$ cat src/rtl/psc_pkg.sv
package psc_pkg;
	localparam int CLK_MHZ = 250;
	// power-on hold
	localparam int POR_MS = 100;
	localparam int POR_CYC = POR_MS * 1000 * CLK_MHZ;
	// config request low to outputs low, longest
	localparam int REQ_LOW_NS = 800;
	localparam int REQ_LOW_CYC = (REQ_LOW_NS * CLK_MHZ) / 1000;
	// status low pulse after request release, least and longest
	localparam int STATUS_MIN_US = 10;
	localparam int STATUS_MAX_US = 40;
	localparam int STATUS_CYC = (STATUS_MIN_US * CLK_MHZ + STATUS_MAX_US * CLK_MHZ) / 2;
	// done high to user mode, internal oscillator
	localparam int UM_MIN_US = 18;
	localparam int UM_MAX_US = 40;
	localparam int UM_CYC = (UM_MIN_US * CLK_MHZ + UM_MAX_US * CLK_MHZ) / 2;
	// user startup clock option
	localparam int USR_EN_PERIODS = 4;
	localparam int USR_UM_PERIODS = 299;
	localparam int CONFIG_CLOCK_MAX_NS = 64;
	localparam int USR_EN_CYC = (USR_EN_PERIODS * CONFIG_CLOCK_MAX_NS * CLK_MHZ) / 1000;
	// bitstream length, default of the top parameter
	localparam int BITS_DEF = 1024;
	localparam int CNT_W = 32;
	localparam logic [CNT_W-1:0] CNT_ZERO = 32'h0000_0000;
	localparam logic [CNT_W-1:0] CNT_ONE = 32'h0000_0001;
	typedef enum logic [2:0] {
		PSC_POR = 3'b000,
		PSC_RESET = 3'b001,
		PSC_HOLD = 3'b010,
		PSC_LOAD = 3'b011,
		PSC_START = 3'b100,
		PSC_USER = 3'b101,
		PSC_ERROR = 3'b110
	} psc_state_e;
endpackage

$ cat src/rtl/psc_sync.sv
`timescale 1ns/10ps
`default_nettype none
module psc_sync (
	// clock and reset
	input wire logic i_clk,
	input wire logic i_rst,
	// async level in
	input wire logic i_d,
	// filtered level and rising edge
	output logic o_q,
	output logic o_rise
);
	logic s1_r;
	logic s2_r;
	logic s3_r;
	logic q_r;
	logic q_nxt;
	logic rise_nxt;
	// a change counts only once stages two and three agree
	always_comb begin
		q_nxt = (s2_r == s3_r) ? s3_r : q_r;
		rise_nxt = q_nxt & ~q_r;
	end
	always_ff @(posedge i_clk or posedge i_rst) begin
		if (i_rst) begin
			s1_r <= 1'b1;
			s2_r <= 1'b1;
			s3_r <= 1'b1;
			q_r <= 1'b1;
			o_rise <= 1'b0;
		end else begin
			s1_r <= i_d;
			s2_r <= s1_r;
			s3_r <= s2_r;
			q_r <= q_nxt;
			o_rise <= rise_nxt;
		end
	end
	assign o_q = q_r;
endmodule // psc_sync
`default_nettype wire

$ cat src/rtl/psc_config_slave.sv
`timescale 1ns/10ps
`default_nettype none
module psc_config_slave
	import psc_pkg::*;
#(
	parameter int POR_CYCLES = POR_CYC,
	parameter int BITS = BITS_DEF
) (
	// clock and reset
	input wire logic i_clk,
	input wire logic i_rst,
	// host link pins
	input wire logic i_config_clock,
	input wire logic i_config_data,
	input wire logic i_config_request_n,
	input wire logic i_chain_enable_in,
	// startup options
	input wire logic i_use_user_clock,
	input wire logic i_user_startup_clock,
	input wire logic i_crc_error,
	// open-drain status: in, out low, enable
	input wire logic i_status_open_drain,
	output logic o_status_open_drain,
	output logic o_status_open_drain_oe,
	// open-drain done
	output logic o_config_done,
	output logic o_config_done_oe,
	// chain, user mode, loaded data
	output logic o_chain_enable_out,
	output logic o_user_startup_enable,
	output logic o_user_mode,
	output logic o_store_we,
	output logic o_store_bit
);
	import psc_pkg::*;

	logic clk_q, clk_rise, dat_q, req_q, ce_q, st_q, uclk_q, uclk_rise;
	psc_state_e state_r, state_nxt;
	logic [CNT_W-1:0] cnt_r, cnt_nxt;
	logic [CNT_W-1:0] bits_r, bits_nxt;
	logic drv_st_nxt, drv_cd_nxt, ceo_nxt, uen_nxt, um_nxt, we_nxt, bit_nxt;

	// every pin but the crc error and the user clock option passes the three-stage filter, the link clock included
	psc_sync u_clk (.i_clk(i_clk), .i_rst(i_rst), .i_d(i_config_clock),
		.o_q(clk_q), .o_rise(clk_rise));
	psc_sync u_dat (.i_clk(i_clk), .i_rst(i_rst), .i_d(i_config_data),
		.o_q(dat_q), .o_rise());
	psc_sync u_req (.i_clk(i_clk), .i_rst(i_rst), .i_d(i_config_request_n),
		.o_q(req_q), .o_rise());
	psc_sync u_ce (.i_clk(i_clk), .i_rst(i_rst), .i_d(i_chain_enable_in),
		.o_q(ce_q), .o_rise());
	psc_sync u_st (.i_clk(i_clk), .i_rst(i_rst), .i_d(i_status_open_drain),
		.o_q(st_q), .o_rise());
	psc_sync u_uclk (.i_clk(i_clk), .i_rst(i_rst), .i_d(i_user_startup_clock),
		.o_q(uclk_q), .o_rise(uclk_rise));

	function automatic logic [CNT_W-1:0] dec(input logic [CNT_W-1:0] v);
		dec = (v == CNT_ZERO) ? CNT_ZERO : v - CNT_ONE;
	endfunction

	always_comb begin
		state_nxt = state_r;
		cnt_nxt = dec(cnt_r);
		bits_nxt = bits_r;
		we_nxt = 1'b0;
		bit_nxt = o_store_bit;
		case (state_r)
			PSC_POR: begin
				if (cnt_r == CNT_ZERO) begin
					state_nxt = PSC_HOLD;
					cnt_nxt = CNT_ZERO;
				end
			end
			PSC_RESET: begin
				// status stays low while the host keeps the request low
				if (req_q) begin
					state_nxt = PSC_HOLD;
					cnt_nxt = CNT_W'(STATUS_CYC);
				end
			end
			PSC_HOLD: begin
				// status is released first; loading waits for the wired line to read high
				// so our own low level is never taken for an outside error
				if (cnt_r == CNT_ZERO && st_q) begin
					state_nxt = PSC_LOAD;
					bits_nxt = CNT_ZERO;
				end
			end
			PSC_LOAD: begin
				// loading only while our chain enable is low
				if (!ce_q && clk_rise) begin
					we_nxt = 1'b1;
					bit_nxt = dat_q;
					bits_nxt = bits_r + CNT_ONE;
				end
				if (i_crc_error || !st_q) begin
					state_nxt = PSC_ERROR;
				end else if (bits_r == CNT_W'(BITS)) begin
					state_nxt = PSC_START;
					cnt_nxt = i_use_user_clock ? CNT_W'(USR_EN_CYC) : CNT_W'(UM_CYC);
					bits_nxt = CNT_W'(USR_UM_PERIODS);
				end
			end
			PSC_START: begin
				if (!st_q) begin
					state_nxt = PSC_ERROR;
				end else if (!i_use_user_clock) begin
					if (cnt_r == CNT_ZERO) state_nxt = PSC_USER;
				end else if (cnt_r == CNT_ZERO) begin
					// count user clock periods once enabled
					if (uclk_rise) bits_nxt = dec(bits_r);
					if (bits_r == CNT_ZERO) state_nxt = PSC_USER;
				end
			end
			PSC_USER: ;
			PSC_ERROR: ;
			default: state_nxt = PSC_ERROR;
		endcase
		// request low overrides all but the power-on hold
		if (!req_q && state_r != PSC_POR) begin
			state_nxt = PSC_RESET;
			cnt_nxt = CNT_ZERO;
		end
		// no bit is stored in the cycle that leaves loading
		we_nxt = we_nxt && (state_nxt == PSC_LOAD);
		drv_st_nxt = (state_nxt == PSC_POR) || (state_nxt == PSC_RESET) ||
			((state_nxt == PSC_HOLD) && (cnt_nxt != CNT_ZERO)) ||
			(state_nxt == PSC_ERROR);
		drv_cd_nxt = (state_nxt != PSC_START) && (state_nxt != PSC_USER);
		ceo_nxt = ~((state_nxt == PSC_START) || (state_nxt == PSC_USER));
		uen_nxt = (state_nxt == PSC_START) && i_use_user_clock && (cnt_nxt == CNT_ZERO);
		um_nxt = (state_nxt == PSC_USER);
	end

	always_ff @(posedge i_clk or posedge i_rst) begin
		if (i_rst) begin
			state_r <= PSC_POR;
			cnt_r <= CNT_W'(POR_CYCLES);
			bits_r <= CNT_ZERO;
			o_status_open_drain_oe <= 1'b1;
			o_config_done_oe <= 1'b1;
			o_chain_enable_out <= 1'b1;
			o_user_startup_enable <= 1'b0;
			o_user_mode <= 1'b0;
			o_store_we <= 1'b0;
			o_store_bit <= 1'b0;
		end else begin
			state_r <= state_nxt;
			cnt_r <= cnt_nxt;
			bits_r <= bits_nxt;
			o_status_open_drain_oe <= drv_st_nxt;
			o_config_done_oe <= drv_cd_nxt;
			o_chain_enable_out <= ceo_nxt;
			o_user_startup_enable <= uen_nxt;
			o_user_mode <= um_nxt;
			o_store_we <= we_nxt;
			o_store_bit <= bit_nxt;
		end
	end
	// open-drain pins only ever drive low
	assign o_status_open_drain = 1'b0;
	assign o_config_done = 1'b0;
endmodule // psc_config_slave
`default_nettype wire

$ cat config.mk
export PLATFORM = sky130hd
export DESIGN_NAME = psc_config_slave
export DESIGN_NICKNAME = d
export VERILOG_FILES = /design/src/rtl/psc_pkg.sv /design/src/rtl/psc_sync.sv /design/src/rtl/psc_config_slave.sv
export SDC_FILE = /design/constraint.sdc
export NUM_CORES = 1
export LEC_CHECK = 0
export BUFFER_PORTS_ARGS = -buffer_cell sky130_fd_sc_hd__buf_2
export CAP_MARGIN = 25
export CORE_MARGIN = 2
export CORE_UTILIZATION = 40
export DETAILED_ROUTE_END_ITERATION = 10
export PLACE_DENSITY = 0.51
export SLEW_MARGIN = 20
export SYNTH_ARGS = -nofsm -noshare
export SYNTH_HDL_FRONTEND = slang
export SYNTH_SLANG_ARGS = --single-unit
$ cat constraint.sdc
create_clock -name i_clk -period 4.3 [get_ports i_clk]
set_clock_uncertainty 0.1 [all_clocks]
set_input_delay 0.645 -clock i_clk [delete_from_list [all_inputs] [get_ports i_clk]]
set_output_delay 0.645 -clock i_clk [all_outputs]
set_load 0.02 [all_outputs]
; After elaboration in Yosys (flattened, before gate mapping)
; Cells that the tools add are included.
[word_totals]
register_bits = 100
output_inout_bits = 9
word_cells = 131
[classes]
addsub = 3
n_eq_ne = 26
mux = 34
bitwise_logic = 5
reduce_logical = 27
[op_table]
columns = op, n
row1 = 32-bit 2-to-1 mux, 15
row2 = 32-bit case mux with 3 select lines, 2
row3 = 32-bit logical NOT, 3
row4 = "32-bit by 1-bit subtractor with 32-bit output, second input constant", 2
row5 = 3-bit 2-to-1 mux, 11
row6 = "32-bit by 1-bit adder with 32-bit output, second input constant", 1
row7 = "32-bit by 11-bit == test with 1-bit output, second input constant", 1
row8 = 32-bit nonzero test, 1
row9 = "3-bit == test, second input constant", 6
row10 = 3-bit case mux with 6 select lines, 1
row11 = 13-bit 2-to-1 mux, 1
row12 = "3-bit by 2-bit == test with 1-bit output, second input constant", 4
row13 = 1-bit logical AND, 8
row14 = 1-bit == test, 6
row15 = "3-bit by 1-bit == test with 1-bit output, second input constant", 2
row16 = 3-bit logical NOT, 2
row17 = "2-bit inequality test, second input constant", 3
row18 = "3-bit inequality test, second input constant", 2
row19 = 6-bit AND reduction, 1
row20 = 3-bit nonzero test, 2
row21 = 1-bit logical OR, 5
row22 = 1-bit 2-to-1 mux, 4
row23 = "2-bit by 1-bit inequality test with 1-bit output, second input constant", 2
row24 = 1-bit logical NOT, 3
row25 = 4 further kinds, 7

; Logic depth before layout (Yosys ltp)
; Gate-level depths: netlist of the first run.
[logic_depth]
word_depth = 11
ltp_mapped = 11
ltp_nobuf = 10

; By module
; A second synthesis of the first run with hierarchy kept.
[hier_totals]
cells_unflattened = 723
area_unflattened_um2 = 6351.1
[by_module_without_submodules]
columns = module, instances, cells_per_inst, area_each_um2, seq_area_each_um2
row1 = psc_config_slave, 1, 675, 5420.2, 1844.3
row2 = psc_sync, 6, 8, 155.1, 130.1

; Worst setup path after synthesis of the first run
; OpenSTA, ideal clock, no wires.
[synth_path]
path_type = register to register
startpoint = register cnt_r[0]
endpoint = register o_user_startup_enable
setup_ns = 0.111
arrival_ns = 2.674
required_time_ns = 4.089
setup_slack_ns = 1.415
stages_incl_launch_ff = 10
n_path_buf = 0
cell_sequence = dfrtp_1 > inv_1 > ha_1 > nor3b_1 > nand4_2 > nor4_1 > xnor2_1 > and3_1 > nand4_1 > a2111oi_2
[synth_between]
elab_chain_cells = 9
elab_cells_between_ends = 22
classes_between = add/sub (1) / eq/ne (1) / mux (15) / reduce/logical (5)
[synth_rtl]
columns = element, line_no
row1 = "start, declared", psc_config_slave.sv:39  ; logic [CNT_W-1:0] cnt_r, cnt_nxt;
row2 = "start signal, assigned", psc_config_slave.sv:138  ; cnt_r <= CNT_W'(POR_CYCLES);
row3 = "start signal, assigned", psc_config_slave.sv:149  ; cnt_r <= cnt_nxt;
row4 = branches (longest 8 deep; another with 32-bit by 1-bit subtractor with 32-bit output), n/a
row5 = 1-bit logical AND (*), psc_config_slave.sv:131  ; uen_nxt = (state_nxt == PSC_START) && i_use_user_clock && (cnt_nxt == CNT_ZERO);
row6 = via uen_nxt, psc_config_slave.sv:41  ; logic drv_st_nxt, drv_cd_nxt, ceo_nxt, uen_nxt, um_nxt, we_nxt, bit_nxt;
row7 = "end signal, assigned", psc_config_slave.sv:154  ; o_user_startup_enable <= uen_nxt;
row8 = "end, declared", psc_config_slave.sv:30  ; output logic o_user_startup_enable,
; Mark *: on every way through the listed nets, which the timed path passes.
; A chain may end at the register's enable or synchronous reset.

; Worst setup path in the final report of the first run
[layout_path]
startpoint = register cnt_r[5]
endpoint = register bits_r[30]
[layout_between]
elab_chain_cells = 4
elab_cells_between_ends = 5
classes_between = eq/ne (2) / reduce/logical (3)
[layout_rtl]
columns = element, line_no
row1 = 32-bit logical NOT (*), "psc_config_slave.sv:84, psc_config_slave.sv:109"
row2 = 1-bit logical AND, psc_config_slave.sv:84  ; if (cnt_r == CNT_ZERO && st_q) begin
row3 = 2-bit inequality test (no source line), n/a
row4 = 6-bit AND reduction (no source line) (*), n/a
row5 = "end signal, assigned", psc_config_slave.sv:150  ; bits_r <= bits_nxt;
row6 = "end, declared", psc_config_slave.sv:40  ; logic [CNT_W-1:0] bits_r, bits_nxt;
; Mark *: on every way between the ends. The rest lies on a longest branch, timed or not.

==> results of run 1 <==
==> layer usage <==
layer  up-vias  global-route usage, %  part of all wire [%]  wire length (um)
met5         -                      0                 0.046                 7
met4         2                   5.75                   1.7               257
met3        27                   3.94                   5.0               765
met2       142                   31.6                    46              7050
met1      2516                   27.4                    47              7110
li1       2481                      -                     -                 -
==> path summary, 6_finish.rpt <==
| path | from | depth (start not counted) | to |
|---|---|---|---|
| max in group asynchronous | i_rst | 3 | cnt_r[18] |
| worst max register to register | cnt_r[5] | 8 | bits_r[30] |
| worst max-delay path | cnt_r[5] | 8 | bits_r[30] |
| min in group asynchronous | i_rst | 2 | o_user_mode |
| worst min register to register | u_req.s1_r | 0 | u_req.s2_r |
| worst min-delay path | u_req.s1_r | 0 | u_req.s2_r |
==> per-stage QoR <==
step                      util, %  cells  power (uW)
after floorplan                 -    682        3510
after global placement       42.0    846        4170
after detailed placement     42.0    846        4180
after CTS                    44.0    862        5000
after global routing         44.1    863        5420
final                        44.1    863        5010
==> critical path: stages, from the launching register on <==
cell	delay, ns
dfrtp_1	0.45
nor4_1	0.61
nand3_1	0.32
nor4_2	0.39
buf_4	0.24
nand2_1	0.11
o21ai_2	0.35
nand2_1	0.41
o31ai_1	0.35
==> cell usage in the layout (no fill, tap or decap), types with 18 or more instances in the layout <==
cell type and instances:
nor2_1 67, nand2_1 64, o21ai_0 61, dfrtp_1 61
a21oi_1 46, nor3_1 38, dfstp_2 38, xnor2_1 21
nand3_1 20, nor4_1 18
==> final cells by class <==
type / instances / area (um2) / share of cell area [%]
inverter: 12 / 50.0 / 0.786
clock buffer: 9 / 225 / 3.54
timing repair buffer: 27 / 170 / 2.67
sequential: 99 / 2520 / 39.7
clock inverter: 7 / 60.1 / 0.943
multi-input combinational: 525 / 3110 / 48.8
tap: 184 / 230 / 3.62
==> power by group <==
group          switching, uW  total, uW  internal [uW]
Combinational           1710       2660            954
Sequential               355       1560           1210
Clock                    382        784            402
Total                   2440       5010           2560
==> logic make-up after synthesis <==
family                     Yosys count
AOI/OAI and AO/OA                  190
DFF                                 99
adders and majority gates           11
xor gates and xnor gates            30
muxes                                2
and+or+nand+nor                    290
other                                1
buffers and inverters               58
==> flow_summary.json, run 1 <==
{
  "dp_hpwl_um": 10300,
  "worstPathMaxFanout": 11,
  "vias": 5168,
  "ys_seq_area_share_pct": 42.9,
  "h-tree-depth": 3,
  "synth_area_um2": 5880,
  "synth_ff_type": "dfrtp_1",
  "grt_pass1_vias": 4922,
  "setup.worst_path.class": "flip-flop to flip-flop",
  "insertion_delay_ns": 0.35,
  "clk_pin_slew_worst_paths_ns": 0.07,
  "p_leak_uw": 0.00247,
  "status": "complete, no violations",
  "synth-adder-area-share_pct": 2.08,
  "ys_types": 78,
  "synth_area_leaders": "dfrtp_1, dfstp_2, o21ai_0, nor2_1, nand2_1",
  "start_kind": "flip-flop",
  "fin_ws_ns": 0.873,
  "wl_per_cell_um": 17.6,
  "synth_cells": 681,
  "setup_viol": 0,
  "synth_edf_count": 0,
  "hold_violations": 0,
  "syn2layout_area_growth_pct": 8.23,
  "tightest_slew_ns": 1.04,
  "gp_congestion": 0.816,
  "postCtsSetupBuffers": 0,
  "powerDensity_nw_per_um2": 787,
  "io_buffers": 16,
  "peakVddDrop_mv": 0.298,
  "wirelength_um": 15200,
  "cts_buffer_depth": 2,
  "rows": 44,
  "place_area_um2": 6060,
  "grt_overflow": 0,
  "rsz0062_at_grt": "false",
  "fp.dieW_um": 125,
  "clock_sinks": 99,
  "maxSlewViolCount": 0,
  "min_period_ns": 3.43,
  "synth.most_common_cell": "nor2_1",
  "antenna_found_initial": 1,
  "fin_tns_setup_ns": 0,
  "fp.coreArea_um2": 14400,
  "max_freq_mhz": 292,
  "cts_made_buffers": 9,
  "die_area_um2": 15700,
  "yosysTopAreaCell": "dfrtp_1",
  "synth_xor_area_share_pct": 4.47,
  "setup.worst_path.end_class": "flip-flop",
  "drt_iter0_markers": 388,
  "synthTopCellsByCount": "nor2_1, nand2_1, dfrtp_1, o21ai_0, a21oi_1",
  "cp.arrival_ns": 3.58,
  "yosysWarnings": 0,
  "finalCritPeriodShare_pct": 79.7,
  "ios": 19,
  "fin_hold_ws_ns": 0.258,
  "place_ws_ns": 0.777,
  "via_per_inst": 5.99,
  "yosysTopAreaCellShare_pct": 26.0,
  "grt_start_max_net_pins": 82,
  "required_ns": 4.46,
  "maxCapViolations": 0,
  "cts_root_buf": "clkbuf_16",
  "cts_tree": "yes",
  "top_regs": "bits_r x32, cnt_r x32, state_r x3",
  "synth_compound_gate_area_share_pct": 20.0,
  "synth-simple-area-share_pct": 25.7,
  "grt_pass1_wl_um": 25200,
  "worstHoldPathType": "flip-flop to flip-flop",
  "r2r_setup_slack_ns": 0.87,
  "worst_slew_margin_rel_pct": 30.2,
  "synthArstFlopShare_pct": 100,
  "fillers": 1445,
  "drive_gt1_share_pct": 15.5,
  "die_h_um": 125,
  "grtUsageTotal_pct": 19.7,
  "synth_seq_cells": 99,
  "initial_utilization_pct": 40.8,
  "muxShareOfSynthArea_pct": 0.362,
  "syn_avg_cell_area_um2": 8.64,
  "post-route-drc-count": 0,
  "dr.pass1.iters": 5,
  "design_area_um2": 6370,
  "nets": 689,
  "cts_hold_buf": 0,
  "postCtsResizedCells": 0,
  "num_antenna_cells": 0,
  "ant_nets": 0,
  "synth_top_family_by_area": "simple AND/OR/NAND/NOR gates"
}
Note: power is estimated with default switching activity, not from simulation.
==> run 2: changes to the inputs <==
PLACE_DENSITY = 0.53   (was 0.51)
clock period = 3.1 ns   (was 4.3 ns; I/O delays follow)
==> run 2 against run 1 <==
Against the previous run:
- non-clock buffer count rose by 32
- design area rose by 5.8%
- sequential share of layout area fell by 2.2 points
- sequential power rose by 35%
- total power rose by 50%
- utilization rose by 2.5 points
- critical endpoint is now o_status_open_drain_oe
- highest routed layer is now met4
==> flow_summary.json, run 2 (synthesized netlist as in run 1, its figures left out) <==
{
  "status": "complete, no violations",
  "io_buffers": 16,
  "worst_slew_margin_rel_pct": 48.4,
  "cp.arrival_ns": 3.21,
  "die_area_um2": 15700,
  "dp_hpwl_um": 10800,
  "worstHoldPathType": "primary input to asynchronous set/reset pin",
  "wirelength_um": 15800,
  "tightest_slew_ns": 0.768,
  "grt_start_max_net_pins": 55,
  "vias": 5287,
  "worstPathMaxFanout": 7,
  "grtUsageTotal_pct": 20.6,
  "wl_per_cell_um": 17.7,
  "rows": 44,
  "internal-power_uw": 3980,
  "switching_share_pct": 47.0,
  "p_leak_uw": 0.00268,
  "setup_viol": 0,
  "combPwrFrac_pct": 55.9,
  "grt_pass1_wl_um": 26500,
  "top_regs": "bits_r x32, cnt_r x32, state_r x3",
  "peakVddDrop_mv": 0.430,
  "powerDensity_nw_per_um2": 1120,
  "p_seq_share_pct": 28.0,
  "drt_iter0_markers": 370,
  "clock_sinks": 99,
  "setup.worst_path.class": "flip-flop to flip-flop",
  "cts_made_buffers": 9,
  "gp_congestion": 0.883,
  "cts_tree": "yes",
  "drive_gt1_share_pct": 20.1,
  "initial_utilization_pct": 40.8,
  "cts_hold_buf": 0,
  "hold_violations": 0,
  "p_sw_uw": 3530,
  "required_ns": 3.29,
  "grt_overflow": 0,
  "maxSlewViolCount": 0,
  "post-route-drc-count": 0,
  "grt_pass1_vias": 5152,
  "fin_hold_ws_ns": 0.0691,
  "finalCritPeriodShare_pct": 97.6,
  "power.share.clock_pct": 16.1,
  "h-tree-depth": 3,
  "layout_common_cells": "nor2_1, nand2_1, o21ai_0, dfrtp_1, a21oi_1",
  "place_area_um2": 6340,
  "num_antenna_cells": 0,
  "cts_root_buf": "clkbuf_16",
  "syn2layout_area_growth_pct": 14.5,
  "clk_pin_slew_worst_paths_ns": 0.08,
  "via_per_inst": 5.91,
  "max_freq_mhz": 331,
  "insertion_delay_ns": 0.36,
  "fp.coreArea_um2": 14400,
  "maxCapViolations": 0,
  "die_h_um": 125,
  "design_area_um2": 6730,
  "final_common_cell": "nor2_1",
  "setup.worst_path.end_class": "flip-flop",
  "fp.dieW_um": 125,
  "nets": 721,
  "antenna_found_initial": 0,
  "cts_buffer_depth": 2,
  "ant_nets": 0,
  "dr.pass1.iters": 5,
  "ios": 19,
  "start_kind": "flip-flop",
  "min_period_ns": 3.02
}
[run 2: worst max-delay path, stage by stage, from the launching register on]
cell	delay, ns
dfrtp_1	0.46
or4_1	0.57
or3_1	0.37
o31ai_2	0.31
nand4_1	0.14
nor4_2	0.30
nand4_1	0.28
a211oi_1	0.32
o21ai_1	0.10
[run 2: path summary, 6_finish.rpt]
path	from	endpoint	slack [ns]	depth (start not counted)
hold reg to reg	u_st.s1_r	u_st.s2_r	0.26	0
hold / removal	i_rst	bits_r[30]	0.07	2
setup / recovery	cnt_r[17]	o_status_open_drain_oe	0.08	8
setup reg to reg	cnt_r[17]	o_status_open_drain_oe	0.08	8
max in group asynchronous	i_rst	cnt_r[18]	2.08	3
min in group i_clk	i_config_request_n	u_req.s1_r	0.10	1
[run 2: metrics by stage]
| step | instances | setup slack, ns | power (uW) | utilization, % | setup TNS (ns) |
|---|---|---|---|---|---|
| 2_1_floorplan | 682 | 0.00746 | 4870 | - | 0 |
| 3_3_place_gp | 875 | -0.0609 | 6100 | 43.9 | -0.114 |
| 3_5_place_dp | 875 | -0.150 | 6170 | 43.9 | -0.499 |
| 4_1_cts | 891 | 0.0282 | 7410 | 46.2 | 0 |
| 5_1_grt | 895 | -0.00353 | 8090 | 46.7 | -0.00452 |
| 6_report | 895 | 0.0757 | 7510 | 46.7 | 0 |
[run 2: power groups by stage]
stage	Sequential [uW]	Clock, uW	Combinational (uW)
2_1_floorplan	1960	0	2910
3_3_place_gp	2100	0	4010
3_5_place_dp	2110	0	4060
4_1_cts	2090	1240	4080
5_1_grt	2160	1300	4630
6_report	2100	1210	4200
[run 2: area by class of cell]
cell class / instances / area, um2
fillers: 1439 / 7690
multi-input cells: 525 / 3160
flip-flops and latches: 99 / 2520
repair buffers: 59 / 453
well taps: 184 / 230
clock buffers: 9 / 225
clock inverters: 7 / 92.6
inverters: 12 / 47.5
[run 2: metal layers]
layer  wire [um]  part of all wire (%)  global-route usage, %  up-vias
met5           0                     0                      0        -
met4         289                   1.8                   6.99        0
met3         712                   4.5                   3.34       29
met2        7290                    46                   32.4      150
met1        7530                    48                   29.2     2561
li1            -                     -                      -     2547
[run 2: timing repair]
action                     in CTS  in global routing
pin swaps                       0                  6
setup endpoints to repair      17                 35
resized for setup               1                  7
buffers inserted                0                  4
